==> src/shared/pdf_map.vh <==
`ifndef PDF_MAP_VH
`define PDF_MAP_VH
// setting reset values
`define PDF_FWD_RST 8'h02
`define PDF_IDLE_RST 8'h00
`define PDF_FLOW_RST 8'h02
`define PDF_SVC_RST 8'h05
`define PDF_BRK_RST 8'h00
// setting select codes
`define PDF_SEL_FWD 3'h0
`define PDF_SEL_IDLE 3'h1
`define PDF_SEL_FLOW 3'h2
`define PDF_SEL_SVC 3'h3
`define PDF_SEL_BRK 3'h4
// flow stop threshold, words held
`define PDF_STOP_LVL 3'h3
// forwarding character selections
`define PDF_FWD_NONE 8'h00
`define PDF_FWD_CR 8'h02
`define PDF_FWD_CTRL 8'h7e
// flow control selections
`define PDF_FLOW_NONE 8'h00
`define PDF_FLOW_DATA 8'h01
`define PDF_FLOW_BOTH 8'h02
// service signal selections
`define PDF_SVC_NONE 8'h00
`define PDF_SVC_STD 8'h01
`define PDF_SVC_PROMPT 8'h05
// break action bits
`define PDF_BRK_INTR 0
`define PDF_BRK_RESET 1
`define PDF_BRK_INDIC 2
`define PDF_BRK_RECALL 3
`define PDF_BRK_DISCARD 4
// characters
`define PDF_CH_CR 8'h0d
`define PDF_CH_DEL 8'h7f
`define PDF_CH_CTRL_TOP 8'h1f
`define PDF_CH_XON 8'h11
`define PDF_CH_XOFF 8'h13
`define PDF_CH_STAR 8'h2a
`define PDF_CH_RECALL 8'h10
`define PDF_CH_DISP 8'h12
`define PDF_CH_CDEL 8'h08
`define PDF_CH_LDEL 8'h18
// timing: clock 20 MHz, tick 1/20 s
`define PDF_CLK_HZ 20000000
`define PDF_TICK_HZ 20
`define PDF_BRK_MS 135
`define PDF_MAX_MIN 15
`endif

==> src/design/pdf_forwarder.v <==
`timescale 1ns/1ps
`include "pdf_map.vh"
module pdf_forwarder #(
    parameter PKT_LEN = 128, // network packet payload size
    parameter EDIT_LEN = 80, // editing buffer size
    parameter TICK_CYC = `PDF_CLK_HZ / `PDF_TICK_HZ,
    parameter MAX_TICKS = `PDF_MAX_MIN * 60 * `PDF_TICK_HZ,
    parameter BRK_CYC = (`PDF_CLK_HZ / 1000) * `PDF_BRK_MS
) (
    input wire clk_sys, // system clock, 20 MHz
    input wire nrst, // synchronous reset, active low
    input wire rxd_pin, // terminal character line, raw
    input wire [7:0] rx_char, // received terminal character
    input wire rx_valid, // character strobe
    input wire [7:0] set_data, // setting write data
    input wire [2:0] set_sel, // setting index 0..4
    input wire set_we, // setting write strobe
    input wire edit_en, // editing setting
    input wire hw_flow, // dte_flow_select_setting: cts mode
    input wire call_up, // call established
    input wire data_mode, // in data transfer mode
    input wire cmd_mode, // in command mode
    input wire escaped, // escaped, awaiting command
    input wire remote_par_msg, // remote parameter message pulse
    input wire remote_brk, // break from remote end pulse
    input wire intr_ack, // interrupt confirmation pulse
    input wire rem_valid, // remote data toward terminal
    input wire net_ready, // network accepts a byte
    output reg [7:0] net_data, // byte to network
    output reg net_valid, // byte strobe
    output reg net_last, // closes a packet
    output reg intr_req, // expedited interrupt packet
    output reg reset_req, // reset request packet
    output reg brk_ind, // break indication message
    output reg recall_req, // leave data transfer
    output reg rem_brk_out, // relay break to terminal
    output reg rem_deliver, // deliver remote data
    output reg [7:0] dte_char, // char to terminal
    output reg dte_char_valid, // char strobe
    output reg cts_q, // clear to send
    output reg svc_en, // service signals enabled
    output reg discard_q, // discard output setting
    output reg [7:0] rd_fwd, // forwarding setting readback
    output reg [7:0] rd_brk // break setting readback
);
    localparam ST_IDLE = 3'h0;
    localparam ST_INTR = 3'h1;
    localparam ST_FWD = 3'h2;
    localparam ST_POST = 3'h3;
    localparam ST_DONE = 3'h4;
    reg [7:0] fwd_sel_q, idle_q, flow_q, svc_q, brk_q;
    reg [7:0] cnt_q; // held characters
    reg [7:0] send_q; // characters left to send
    reg [22:0] tick_q;
    reg [14:0] max_q;
    reg [7:0] idle_cnt_q;
    reg max_run_q, idle_run_q;
    reg [22:0] low_q;
    reg brk_seen_q, s1_q, s2_q, intr_out_q;
    reg [2:0] st_q;
    reg [7:0] act_q;
    reg prompt_q, xoff_q, stop_q;
    wire tick;
    wire [7:0] f_data;
    wire f_valid, f_ready, f_pop;
    wire [2:0] f_lvl;
    wire can_take, fwd_now;
    wire sending;
    wire [1:0] f;
    function [1:0] classify;
        input [7:0] c;
        input [7:0] sel;
        begin
            if (c == `PDF_CH_RECALL || c == `PDF_CH_XON ||
                c == `PDF_CH_XOFF || c == `PDF_CH_DISP ||
                c == `PDF_CH_CDEL || c == `PDF_CH_LDEL) begin
                classify = 2'h2; // higher function claims it
            end else if ((sel == `PDF_FWD_CR && c == `PDF_CH_CR) ||
                (sel == `PDF_FWD_CTRL && (c <= `PDF_CH_CTRL_TOP ||
                c == `PDF_CH_DEL))) begin
                classify = 2'h1;
            end else begin
                classify = 2'h0;
            end
        end
    endfunction
    assign f = classify(rx_char, fwd_sel_q);
    assign sending = (send_q != 8'h00);
    // a command character after escape is not data
    assign can_take = rx_valid && !sending && !escaped && f != 2'h2;
    assign tick = (tick_q == TICK_CYC - 1);
    pdf_fifo #(.WIDTH(8), .DEPTH(4), .AW(2)) u_fifo (
        .clk_sys(clk_sys),
        .nrst(nrst),
        .in_data(rx_char),
        .in_valid(can_take),
        .in_ready(f_ready),
        .out_data(f_data),
        .out_valid(f_valid),
        .out_ready(f_pop),
        .flush(1'b0),
        .level(f_lvl)
    );
    assign f_pop = sending && f_valid && net_ready;
    assign fwd_now = !sending && cnt_q != 8'h00 && (
        (can_take && f == 2'h1) ||
        (!edit_en && cnt_q >= PKT_LEN[7:0]) ||
        (edit_en && cnt_q >= EDIT_LEN[7:0]) ||
        (!f_ready) ||
        (max_run_q && tick && max_q == MAX_TICKS[14:0] - 1'b1) ||
        (idle_run_q && tick && idle_cnt_q == idle_q - 1'b1) ||
        (escaped && rx_valid) ||
        remote_par_msg ||
        st_q == ST_FWD);
    always @(posedge clk_sys) begin
        if (!nrst) begin
            fwd_sel_q <= `PDF_FWD_RST;
            idle_q <= `PDF_IDLE_RST;
            flow_q <= `PDF_FLOW_RST;
            svc_q <= `PDF_SVC_RST;
            brk_q <= `PDF_BRK_RST;
        end else if (set_we) begin
            case (set_sel)
                `PDF_SEL_FWD: fwd_sel_q <= set_data;
                `PDF_SEL_IDLE: idle_q <= set_data;
                `PDF_SEL_FLOW: flow_q <= set_data;
                `PDF_SEL_SVC: svc_q <= set_data;
                `PDF_SEL_BRK: brk_q <= set_data;
                default: fwd_sel_q <= fwd_sel_q;
            endcase
        end
    end
    always @(posedge clk_sys) begin
        if (!nrst) begin
            s1_q <= 1'b1;
            s2_q <= 1'b1;
            low_q <= 23'h000000;
            brk_seen_q <= 1'b0;
        end else begin
            s1_q <= rxd_pin;
            s2_q <= s1_q;
            brk_seen_q <= 1'b0;
            if (s2_q) begin
                low_q <= 23'h000000;
            end else if (low_q != BRK_CYC[22:0]) begin
                low_q <= low_q + 1'b1;
                if (low_q == BRK_CYC[22:0] - 1'b1) begin
                    brk_seen_q <= 1'b1;
                end
            end
        end
    end
    always @(posedge clk_sys) begin
        if (!nrst) begin
            tick_q <= 23'h000000;
            max_q <= 15'h0000;
            idle_cnt_q <= 8'h00;
            max_run_q <= 1'b0;
            idle_run_q <= 1'b0;
        end else begin
            tick_q <= tick ? 23'h000000 : tick_q + 1'b1;
            if (fwd_now) begin
                max_run_q <= 1'b0;
                idle_run_q <= 1'b0;
            end else begin
                if (can_take && cnt_q == 8'h00) begin
                    max_run_q <= 1'b1;
                    max_q <= 15'h0000;
                end else if (max_run_q && tick) begin
                    max_q <= max_q + 1'b1;
                end
                if (can_take) begin
                    idle_run_q <= !edit_en && idle_q != 8'h00;
                    idle_cnt_q <= 8'h00;
                end else if (idle_run_q && tick) begin
                    idle_cnt_q <= idle_cnt_q + 1'b1;
                end
            end
        end
    end
    always @(posedge clk_sys) begin
        if (!nrst) begin
            st_q <= ST_IDLE;
            act_q <= 8'h00;
            intr_out_q <= 1'b0;
            intr_req <= 1'b0;
            reset_req <= 1'b0;
            brk_ind <= 1'b0;
            recall_req <= 1'b0;
            discard_q <= 1'b0;
        end else begin
            intr_req <= 1'b0;
            reset_req <= 1'b0;
            brk_ind <= 1'b0;
            recall_req <= 1'b0;
            if (intr_ack) begin
                intr_out_q <= 1'b0;
            end
            case (st_q)
                ST_IDLE: begin
                    if (brk_seen_q && call_up && data_mode) begin
                        act_q <= brk_q;
                        discard_q <= brk_q[`PDF_BRK_DISCARD];
                        st_q <= ST_INTR;
                    end
                end
                ST_INTR: begin
                    if (!act_q[`PDF_BRK_INTR]) begin
                        st_q <= ST_FWD;
                    end else if (!intr_out_q || intr_ack) begin
                        intr_req <= 1'b1;
                        intr_out_q <= 1'b1;
                        st_q <= ST_FWD;
                    end
                end
                ST_FWD: begin
                    if (!sending) begin
                        st_q <= ST_POST;
                    end
                end
                ST_POST: begin
                    if (!sending) begin
                        reset_req <= act_q[`PDF_BRK_RESET];
                        brk_ind <= act_q[`PDF_BRK_INDIC];
                        recall_req <= act_q[`PDF_BRK_RECALL];
                        st_q <= ST_DONE;
                    end
                end
                ST_DONE: begin
                    discard_q <= 1'b0;
                    st_q <= ST_IDLE;
                end
                default: st_q <= ST_IDLE;
            endcase
        end
    end
    // packet output and held count
    always @(posedge clk_sys) begin
        if (!nrst) begin
            cnt_q <= 8'h00;
            send_q <= 8'h00;
            net_data <= 8'h00;
            net_valid <= 1'b0;
            net_last <= 1'b0;
        end else begin
            net_valid <= f_pop;
            net_data <= f_data;
            net_last <= f_pop && send_q == 8'h01;
            if (fwd_now) begin
                // a refused character never reaches the fifo, so skip it
                send_q <= cnt_q + ((can_take && f_ready) ? 8'h01 : 8'h00);
                cnt_q <= 8'h00;
            end else if (f_pop) begin
                send_q <= send_q - 1'b1;
            end else if (can_take && f_ready) begin
                cnt_q <= cnt_q + 1'b1;
            end
        end
    end
    always @(posedge clk_sys) begin
        if (!nrst) begin
            cts_q <= 1'b1;
            xoff_q <= 1'b0;
            stop_q <= 1'b0;
            prompt_q <= 1'b0;
            dte_char <= 8'h00;
            dte_char_valid <= 1'b0;
            svc_en <= 1'b1;
            rem_brk_out <= 1'b0;
            rem_deliver <= 1'b0;
            rd_fwd <= `PDF_FWD_RST;
            rd_brk <= `PDF_BRK_RST;
        end else begin
            stop_q <= (f_lvl >= `PDF_STOP_LVL || sending) &&
                ((flow_q == `PDF_FLOW_DATA && data_mode) ||
                (flow_q == `PDF_FLOW_BOTH && (data_mode || cmd_mode)));
            cts_q <= !(hw_flow && stop_q);
            svc_en <= svc_q != `PDF_SVC_NONE;
            rem_brk_out <= remote_brk;
            rem_deliver <= rem_valid && !discard_q;
            rd_fwd <= fwd_sel_q;
            rd_brk <= brk_q;
            dte_char_valid <= 1'b0;
            if (!cmd_mode) begin
                prompt_q <= 1'b0;
            end
            if (!hw_flow && stop_q != xoff_q) begin
                xoff_q <= stop_q;
                dte_char <= stop_q ? `PDF_CH_XOFF : `PDF_CH_XON;
                dte_char_valid <= 1'b1;
            end else if (cmd_mode && !prompt_q &&
                svc_q == `PDF_SVC_PROMPT) begin
                prompt_q <= 1'b1;
                dte_char <= `PDF_CH_STAR;
                dte_char_valid <= 1'b1;
            end
        end
    end
endmodule // pdf_forwarder

==> src/design/pdf_fifo.v <==
`timescale 1ns/1ps
module pdf_fifo #(
    parameter WIDTH = 8,
    parameter DEPTH = 4,
    parameter AW = 2
) (
    input wire clk_sys, // system clock
    input wire nrst, // sync reset, active low
    input wire [WIDTH-1:0] in_data, // write data
    input wire in_valid, // write request
    output wire in_ready, // space available
    output wire [WIDTH-1:0] out_data, // read data
    output wire out_valid, // data available
    input wire out_ready, // read accept
    input wire flush, // drop all contents
    output wire [AW:0] level // words held
);
    reg [WIDTH-1:0] mem [0:DEPTH-1];
    reg [AW:0] wr_q;
    reg [AW:0] rd_q;
    wire push;
    wire pop;
    assign level = wr_q - rd_q;
    assign in_ready = (level != DEPTH[AW:0]);
    assign out_valid = (level != {(AW+1){1'b0}});
    assign out_data = mem[rd_q[AW-1:0]];
    assign push = in_valid && in_ready;
    assign pop = out_valid && out_ready;
    always @(posedge clk_sys) begin
        if (push) begin
            mem[wr_q[AW-1:0]] <= in_data;
        end
    end
    always @(posedge clk_sys) begin
        if (!nrst || flush) begin
            wr_q <= {(AW+1){1'b0}};
            rd_q <= {(AW+1){1'b0}};
        end else begin
            if (push) begin
                wr_q <= wr_q + 1'b1;
            end
            if (pop) begin
                rd_q <= rd_q + 1'b1;
            end
        end
    end
endmodule // pdf_fifo

==> config.mk <==
export PLATFORM = sky130hd
export DESIGN_NAME = pdf_forwarder
export DESIGN_NICKNAME = d
export VERILOG_FILES = /design/src/design/pdf_forwarder.v /design/src/design/pdf_fifo.v
export VERILOG_INCLUDE_DIRS = /design/src /design/src/shared
export SDC_FILE = /design/constraint.sdc
export NUM_CORES = 1
export LEC_CHECK = 0
export ABC_AREA = 1
export BUFFER_PORTS_ARGS = -buffer_cell sky130_fd_sc_hd__buf_4
export CAP_MARGIN = 20
export CORE_MARGIN = 3
export CORE_UTILIZATION = 40
export DETAILED_ROUTE_END_ITERATION = 6
export HOLD_SLACK_MARGIN = 0.02
export PLACE_DENSITY = 0.63
export SLEW_MARGIN = 20
export SYNTH_ARGS = -nofsm -noshare
export SYNTH_HDL_FRONTEND = slang
export SYNTH_HIERARCHICAL = 1
export SYNTH_SLANG_ARGS = --single-unit
export TNS_END_PERCENT = 100
==> constraint.sdc <==
create_clock -name clk_sys -period 5.4 [get_ports clk_sys]
set_input_delay 0 -clock clk_sys [delete_from_list [all_inputs] [get_ports clk_sys]]
set_output_delay 0 -clock clk_sys [all_outputs]
set_load 0.01 [all_outputs]
### Word-level counts from Yosys, hierarchy flattened

Memories as Yosys holds them, arrays and structs flattened. A register that Yosys moved wholly into a read port is not among the register bits.
Cells that the tools add are included.

* bits of input ports: 35
* memory bits (writable): 32
* register bits after elaboration: 183
* memories: 1
* output and inout bits: 44

Memories
* u_fifo.mem: words 4, width 8, read ports 1, clocked after Yosys merged registers in 1, write ports 1, line pdf_fifo.v:18 `reg [WIDTH-1:0] mem [0:DEPTH-1];`

* $lt $le $gt $ge: 4
* multiplexer cells: 33
* reduce and logical (&&, ||, !) cells: 91
* add/subtract/negate cells: 11
* equal/unequal tests: 35
* bitwise logic cells: 5

Operator list (count)
* $mux 8: 6
* $add 23x1->23 const B: 2
* $eq 8x5->1 const B: 5
* $logic_and 1x1->1: 32
* $reduce_bool 8->1: 4
* $mux 15: 2
* $eq 23x20->1 const B: 1
* $eq 23x22->1 const B: 1
* $ne 23x22->1 const B: 1
* $reduce_and 2->1: 10
* $logic_or 1x1->1: 19
* $add 8x1->8 const B: 2
* $eq 8x1->1 const B: 2
* $eq 8x2->1 const B: 2
* $eq 8x4->1 const B: 2
* $eq 8x7->1 const B: 2
* $mux 1: 16
* $sub 8x1->8 const B: 2
* $add 15x1->15 const B: 1
* $eq 15x15->1 const B: 1
* $mux 3: 5
* $eq 3x2->1 const B: 4
* $pmux 3 s4: 1
* $logic_not 1->1: 10
* 26 further kinds: 46

### Longest topological paths before layout

* word-level depth: 21
* gate-level depth with buffers: 21
* gate-level depth less buffers: 21

### Modules after synthesis

The synthesis kept the hierarchy.

Modules (own cells, without submodules)
* pdf_forwarder: cells each 1168, times used 1, seq. area each 3603.5 um2, area an instance 8484.4 um2
* pdf_fifo: cells each 157, times used 1, seq. area each 1121.1 um2, area an instance 1735.4 um2

### Worst setup path before layout

Ideal clock, no wire load.

* path type: register -> register
* from: register u_fifo.wr_q[0]
* to: register idle_run_q
* setup slack: 2718 ps
* period minus slack after synthesis: 2682 ps
* library setup time: 86 ps
* required time: 5314 ps
* cell stages (with the launch flop): 20
* arrival time: 2597 ps
* path through: dfxtp_1 inv_1 ha_1 fa_1 inv_1 nand2_1 nand2_1 nand2_1 nand3_4 inv_1 nor3_1 o21ai_0 nor3_1 nand2_1 nor2_2 nand2_4 nand2_8 buf_6 nand2_4 a211oi_1

* cells in the longest elaborated chain, start to end: 11

Ends and longest elaborated chain
* start, declared: line pdf_fifo.v:19 `reg [AW:0] wr_q;`
* start signal, assigned: line pdf_fifo.v:36 `wr_q <= {(AW+1){1'b0}};`
* start signal, assigned: line pdf_fifo.v:40 `wr_q <= wr_q + 1'b1;`
* $sub 3x3->3: line pdf_fifo.v:23 `assign level = wr_q - rd_q;`
* $ne 3x3->1: line pdf_fifo.v:24 `assign in_ready = (level != DEPTH[AW:0]);`
* named net f_ready: line pdf_forwarder.v:65 `wire f_valid, f_ready, f_pop;`
* $logic_not 1->1: line pdf_forwarder.v:109 `(!f_ready) ||`
* $logic_or 1x1->1: line pdf_forwarder.v:108 `(edit_en && cnt_q >= EDIT_LEN[7:0]) ||`
* $logic_or 1x1->1: line pdf_forwarder.v:109
* $logic_or 1x1->1: line pdf_forwarder.v:110 `(max_run_q && tick && max_q == MAX_TICKS[14:0] - 1'b1) ||`
* $logic_or 1x1->1: line pdf_forwarder.v:111 `(idle_run_q && tick && idle_cnt_q == idle_q - 1'b1) ||`
* $logic_or 1x1->1: line pdf_forwarder.v:112 `(escaped && rx_valid) ||`
* $logic_or 1x1->1: line pdf_forwarder.v:113 `remote_par_msg ||`
* $logic_and 1x1->1: line pdf_forwarder.v:105 `assign fwd_now = !sending && cnt_q != 8'h00 && (`
* $reduce_or 2->1 (no source line)
* end signal, assigned: line pdf_forwarder.v:159 `idle_run_q <= 1'b0;`
* end signal, assigned: line pdf_forwarder.v:164 `idle_run_q <= 1'b0;`
* end signal, assigned: line pdf_forwarder.v:173 `idle_run_q <= !edit_en && idle_q != 8'h00;`
* end, declared: line pdf_forwarder.v:57 `reg max_run_q, idle_run_q;`

The timed path passes the listed nets, and every way through them passes these cells.
A chain may end at the register's enable or synchronous reset.

### Worst setup path after layout

Ends and elaborated chain as after synthesis.

==> qor.yml <==
outcome:
  status: "finished clean"
routing:
  postRouteAntennaNets: 0
  routedWlPerCell_um: 13.3
  drt_iter0_drc: 546
  dr_total_vias: 8727
  totalWireLength_um: 23700
  drc_errors: 0
  dr.pass1.iters: 5
  vias_per_cell: 4.90
pwr:
  p_int_mw: 3.02
  p_clk_frac: 0.397
  ir_drop_mv: 0.229
  total_power_mw: 4.17
  switchingPower_mw: 1.15
  pwr-share-seq: 0.438
  swShare: 0.276
  pwr-share-comb: 0.165
  p_leak_nw: 5.00
  powerDensity_mw_per_mm2: 341
clock_tree:
  cts_tree: "built"
  root_buffer: "clkbuf_16"
  ctsResizeCount: 0
  clk_latency_ns: 0.52
  clk_pin_slew_ns: 0.06
  htreeDepth: 1
  cts.sinks: 220
  clockBufferDepth: 3
  numCtsBuffers: 25
finish:
  drive_above_1_share: 0.110
  diodes: 0
  nets: 1493
  synthToLayoutAreaGrowth_pct: 19.6
placement:
  dp_hpwl_um: 16600
  place.gp.congestion: 0.835
  portBuffers: 75
floorplanning:
  die_w_um: 166
  die_area_mm2: 0.0275
  die_h_um: 166
  placementRows: 57
  initial_core_util: 0.413
  core_area_mm2: 0.0247
  ioPinCount: 79
yosys:
  netlist_area_mm2: 0.0102
  synthSimpleGateAreaFrac: 0.290
  synth_area_leader_cell: "dfxtp_1"
  synth_top_area_frac: 0.368
  synth.cells.most_frequent: "nand2_1, nor2_1, dfxtp_1"
  synth_top_family_by_area: "simple AND/OR/NAND/NOR gates"
  synth_mux_area_frac: 0
  async_flop_share: 0
  synthTopCellsByArea: "dfxtp_1, edfxtp_1, nand2_1"
  synth_seq_cells: 220
  synth_edf_count: 32
  ys_seq_area_frac: 0.462
  postSynthCellCount: 1325
  yosys.area_share.adder: 0.0264
  synthFlopType: "dfxtp_1"
  yosysWarnings: 6
  yosys.area_share.xor_xnor: 0.0309
  synth_cell_types: 56
  syn_avg_cell_area_um2: 7.71
  synth_most_common_cell: "nand2_1"
  synth-compound-area-share: 0.110
critical_path:
  endpoint_kind: "register"
  worstPathRequired_ns: 5.86
  cp_common_cell: "nand2_1"
  critPathBufInv: 4
  cp-start-kind: "register"
  slowest_stage: "dlygate4sd3_1"
  arrival_ns: 4.07
  critPathKind: "reg2reg"
  cp_max_fo: 37
  critPathMaxStageDelay_ns: 0.57
  crit_family: "simple AND/OR/NAND/NOR gates"
  path_cells: "inv_1 -> ha_1 -> fa_1 -> inv_1 -> nand2_1 -> nand2_1 -> nand2_1 -> nand3_4 -> inv_1 -> nor3_1 -> o21ai_0 -> nor3_1 -> nand2_1 -> nor2_2 -> nand2_4 -> nand2_8 -> nand2_4 -> a211oi_1 -> dlygate4sd3_1"
grt:
  grt_max_degree: 75
  antenna_found_initial: 0
  grt_pass1_wl_um: 39300
  grt_pass1_vias: 8132
  overflow: 0
  grt_use_total: 0.166
timing:
  worst_pin_slew_ns: 0.892
  post-route-period-util: 0.668
  rsz0062_at_grt: "no"
  setup-violations-final: 0
  slew_headroom: 0.403
  finalHoldViolations: 0
  fin_skew_ns: 0.0185
  timing.fmax_mhz: 277
  fin_setup_tns_ns: 0
  min_period_ns: 3.61
  slew_viol_final: 0
run:
  drv_cap: 0
min_path:
  min_path_type: "in2reg"
## per-stage QoR
step	cell area (um^2)	utilization	hold WS, ns	setup slack (ns)	cells
6_report	12200	0.494	0.0525	1.79	1780
5_1_grt	12200	0.494	0.0915	1.41	1780
4_1_cts	12200	0.494	0.0433	1.78	1780
3_5_place_dp	11000	0.446	0.199	2.22	1698
3_3_place_gp	11000	0.446	0.182	2.33	1698
2_1_floorplan	10200	-	0.0842	2.72	1328
## logic make-up (layout without fill, tap and decap cells)
group / Yosys count / after routing
adders and majority gates: 21 / 21
DFF: 220 / 220
and+or+nand+nor: 633 / 633
other: 1 / 4
buffers and inverters: 203 / 331
xor gates and xnor gates: 36 / 36
AOI/OAI and AO/OA: 211 / 211
## power by group through the flow
stage | sequential (mW) | clock [mW] | combinational (mW)
6_report | 1.83 | 1.66 | 0.686
3_5_place_dp | 1.86 | 0 | 0.667
3_3_place_gp | 1.86 | 0 | 0.658
2_1_floorplan | 1.85 | 0 | 0.489
4_1_cts | 1.83 | 1.70 | 0.693
5_1_grt | 1.84 | 1.77 | 0.768
## worst paths after layout
path	from	to	slack [ns]	cells past startpoint
worst max-delay path	u_fifo/wr_q[0]$_SDFFE_PP0P_	idle_run_q$_SDFFE_PP0N_	1.79	19
worst min-delay path	escaped	cnt_q[1]$_SDFFE_PP0P_	0.05	6
worst max register to register	u_fifo/wr_q[0]$_SDFFE_PP0P_	idle_run_q$_SDFFE_PP0N_	1.79	19
worst min register to register	s1_q$_SDFF_PN1_	s2_q$_SDFF_PN1_	0.41	1
## repair_timing
item | in CTS | in global routing
setup buffers | 0 | 0
hold buffers | 36 | 0
endpoints found under the hold margin | 104 | 0
## worst min-delay path, stage by stage
cell and delay [ns]:
buf_4 0.08, inv_1 0.12, nand4_4 0.15, nor2_4 0.05, nand2_1 0.05, a21oi_1 0.05
## placed cells by master, fill, tap and decap left out, types with 5 or more instances in the layout
cell type / instances
ha_1: 20
nand3b_1: 9
clkbuf_1: 7
nor3b_1: 6
xor2_1: 24
nand2_1: 225
dfxtp_1: 188
a21oi_1: 90
nand4_1: 25
o21ai_0: 88
clkbuf_16: 25
a31oi_1: 5
inv_1: 167
buf_4: 78
edfxtp_1: 32
nand3_1: 69
nor2_2: 5
o22ai_1: 9
xnor2_1: 12
nor3_1: 33
nand2_4: 5
nor4_1: 14
or2_2: 5
dlygate4sd3_1: 36
nor2_1: 206
## layer usage
layer | vias up | part of all wire | wire (um) | global-route usage
met5 | - | 0 | 0 | 0
met4 | 0 | 0.021 | 487 | 0.0409
met3 | 31 | 0.034 | 803 | 0.0248
met2 | 137 | 0.47 | 11100 | 0.282
met1 | 4008 | 0.48 | 11400 | 0.223
li1 | 4551 | - | - | -
## flip-flops by register name, indices dropped and copies added, names as in the netlist, 3 cells and up, named ones only
signal,flops
u_fifo/mem,32
low_q,23
tick_q,23
max_q,15
brk_q,8
cnt_q,8
flow_q,8
fwd_sel_q,8
idle_cnt_q,8
idle_q,8
net_data,8
rd_brk,8
rd_fwd,8
send_q,8
svc_q,8
act_q,4
dte_char,3
st_q,3
u_fifo/rd_q,3
u_fifo/wr_q,3
## cell type report
class / instances / area [um^2]
Timing Repair Buffer: 114 / 946
Inverter: 171 / 646
Multi-Input combinational cell: 905 / 4690
Fill cell: 2363 / 12500
Tap cell: 324 / 405
Clock inverter: 10 / 105
Sequential cell: 220 / 4720
Clock buffer: 36 / 707
(Power assumes the default switching activity.)
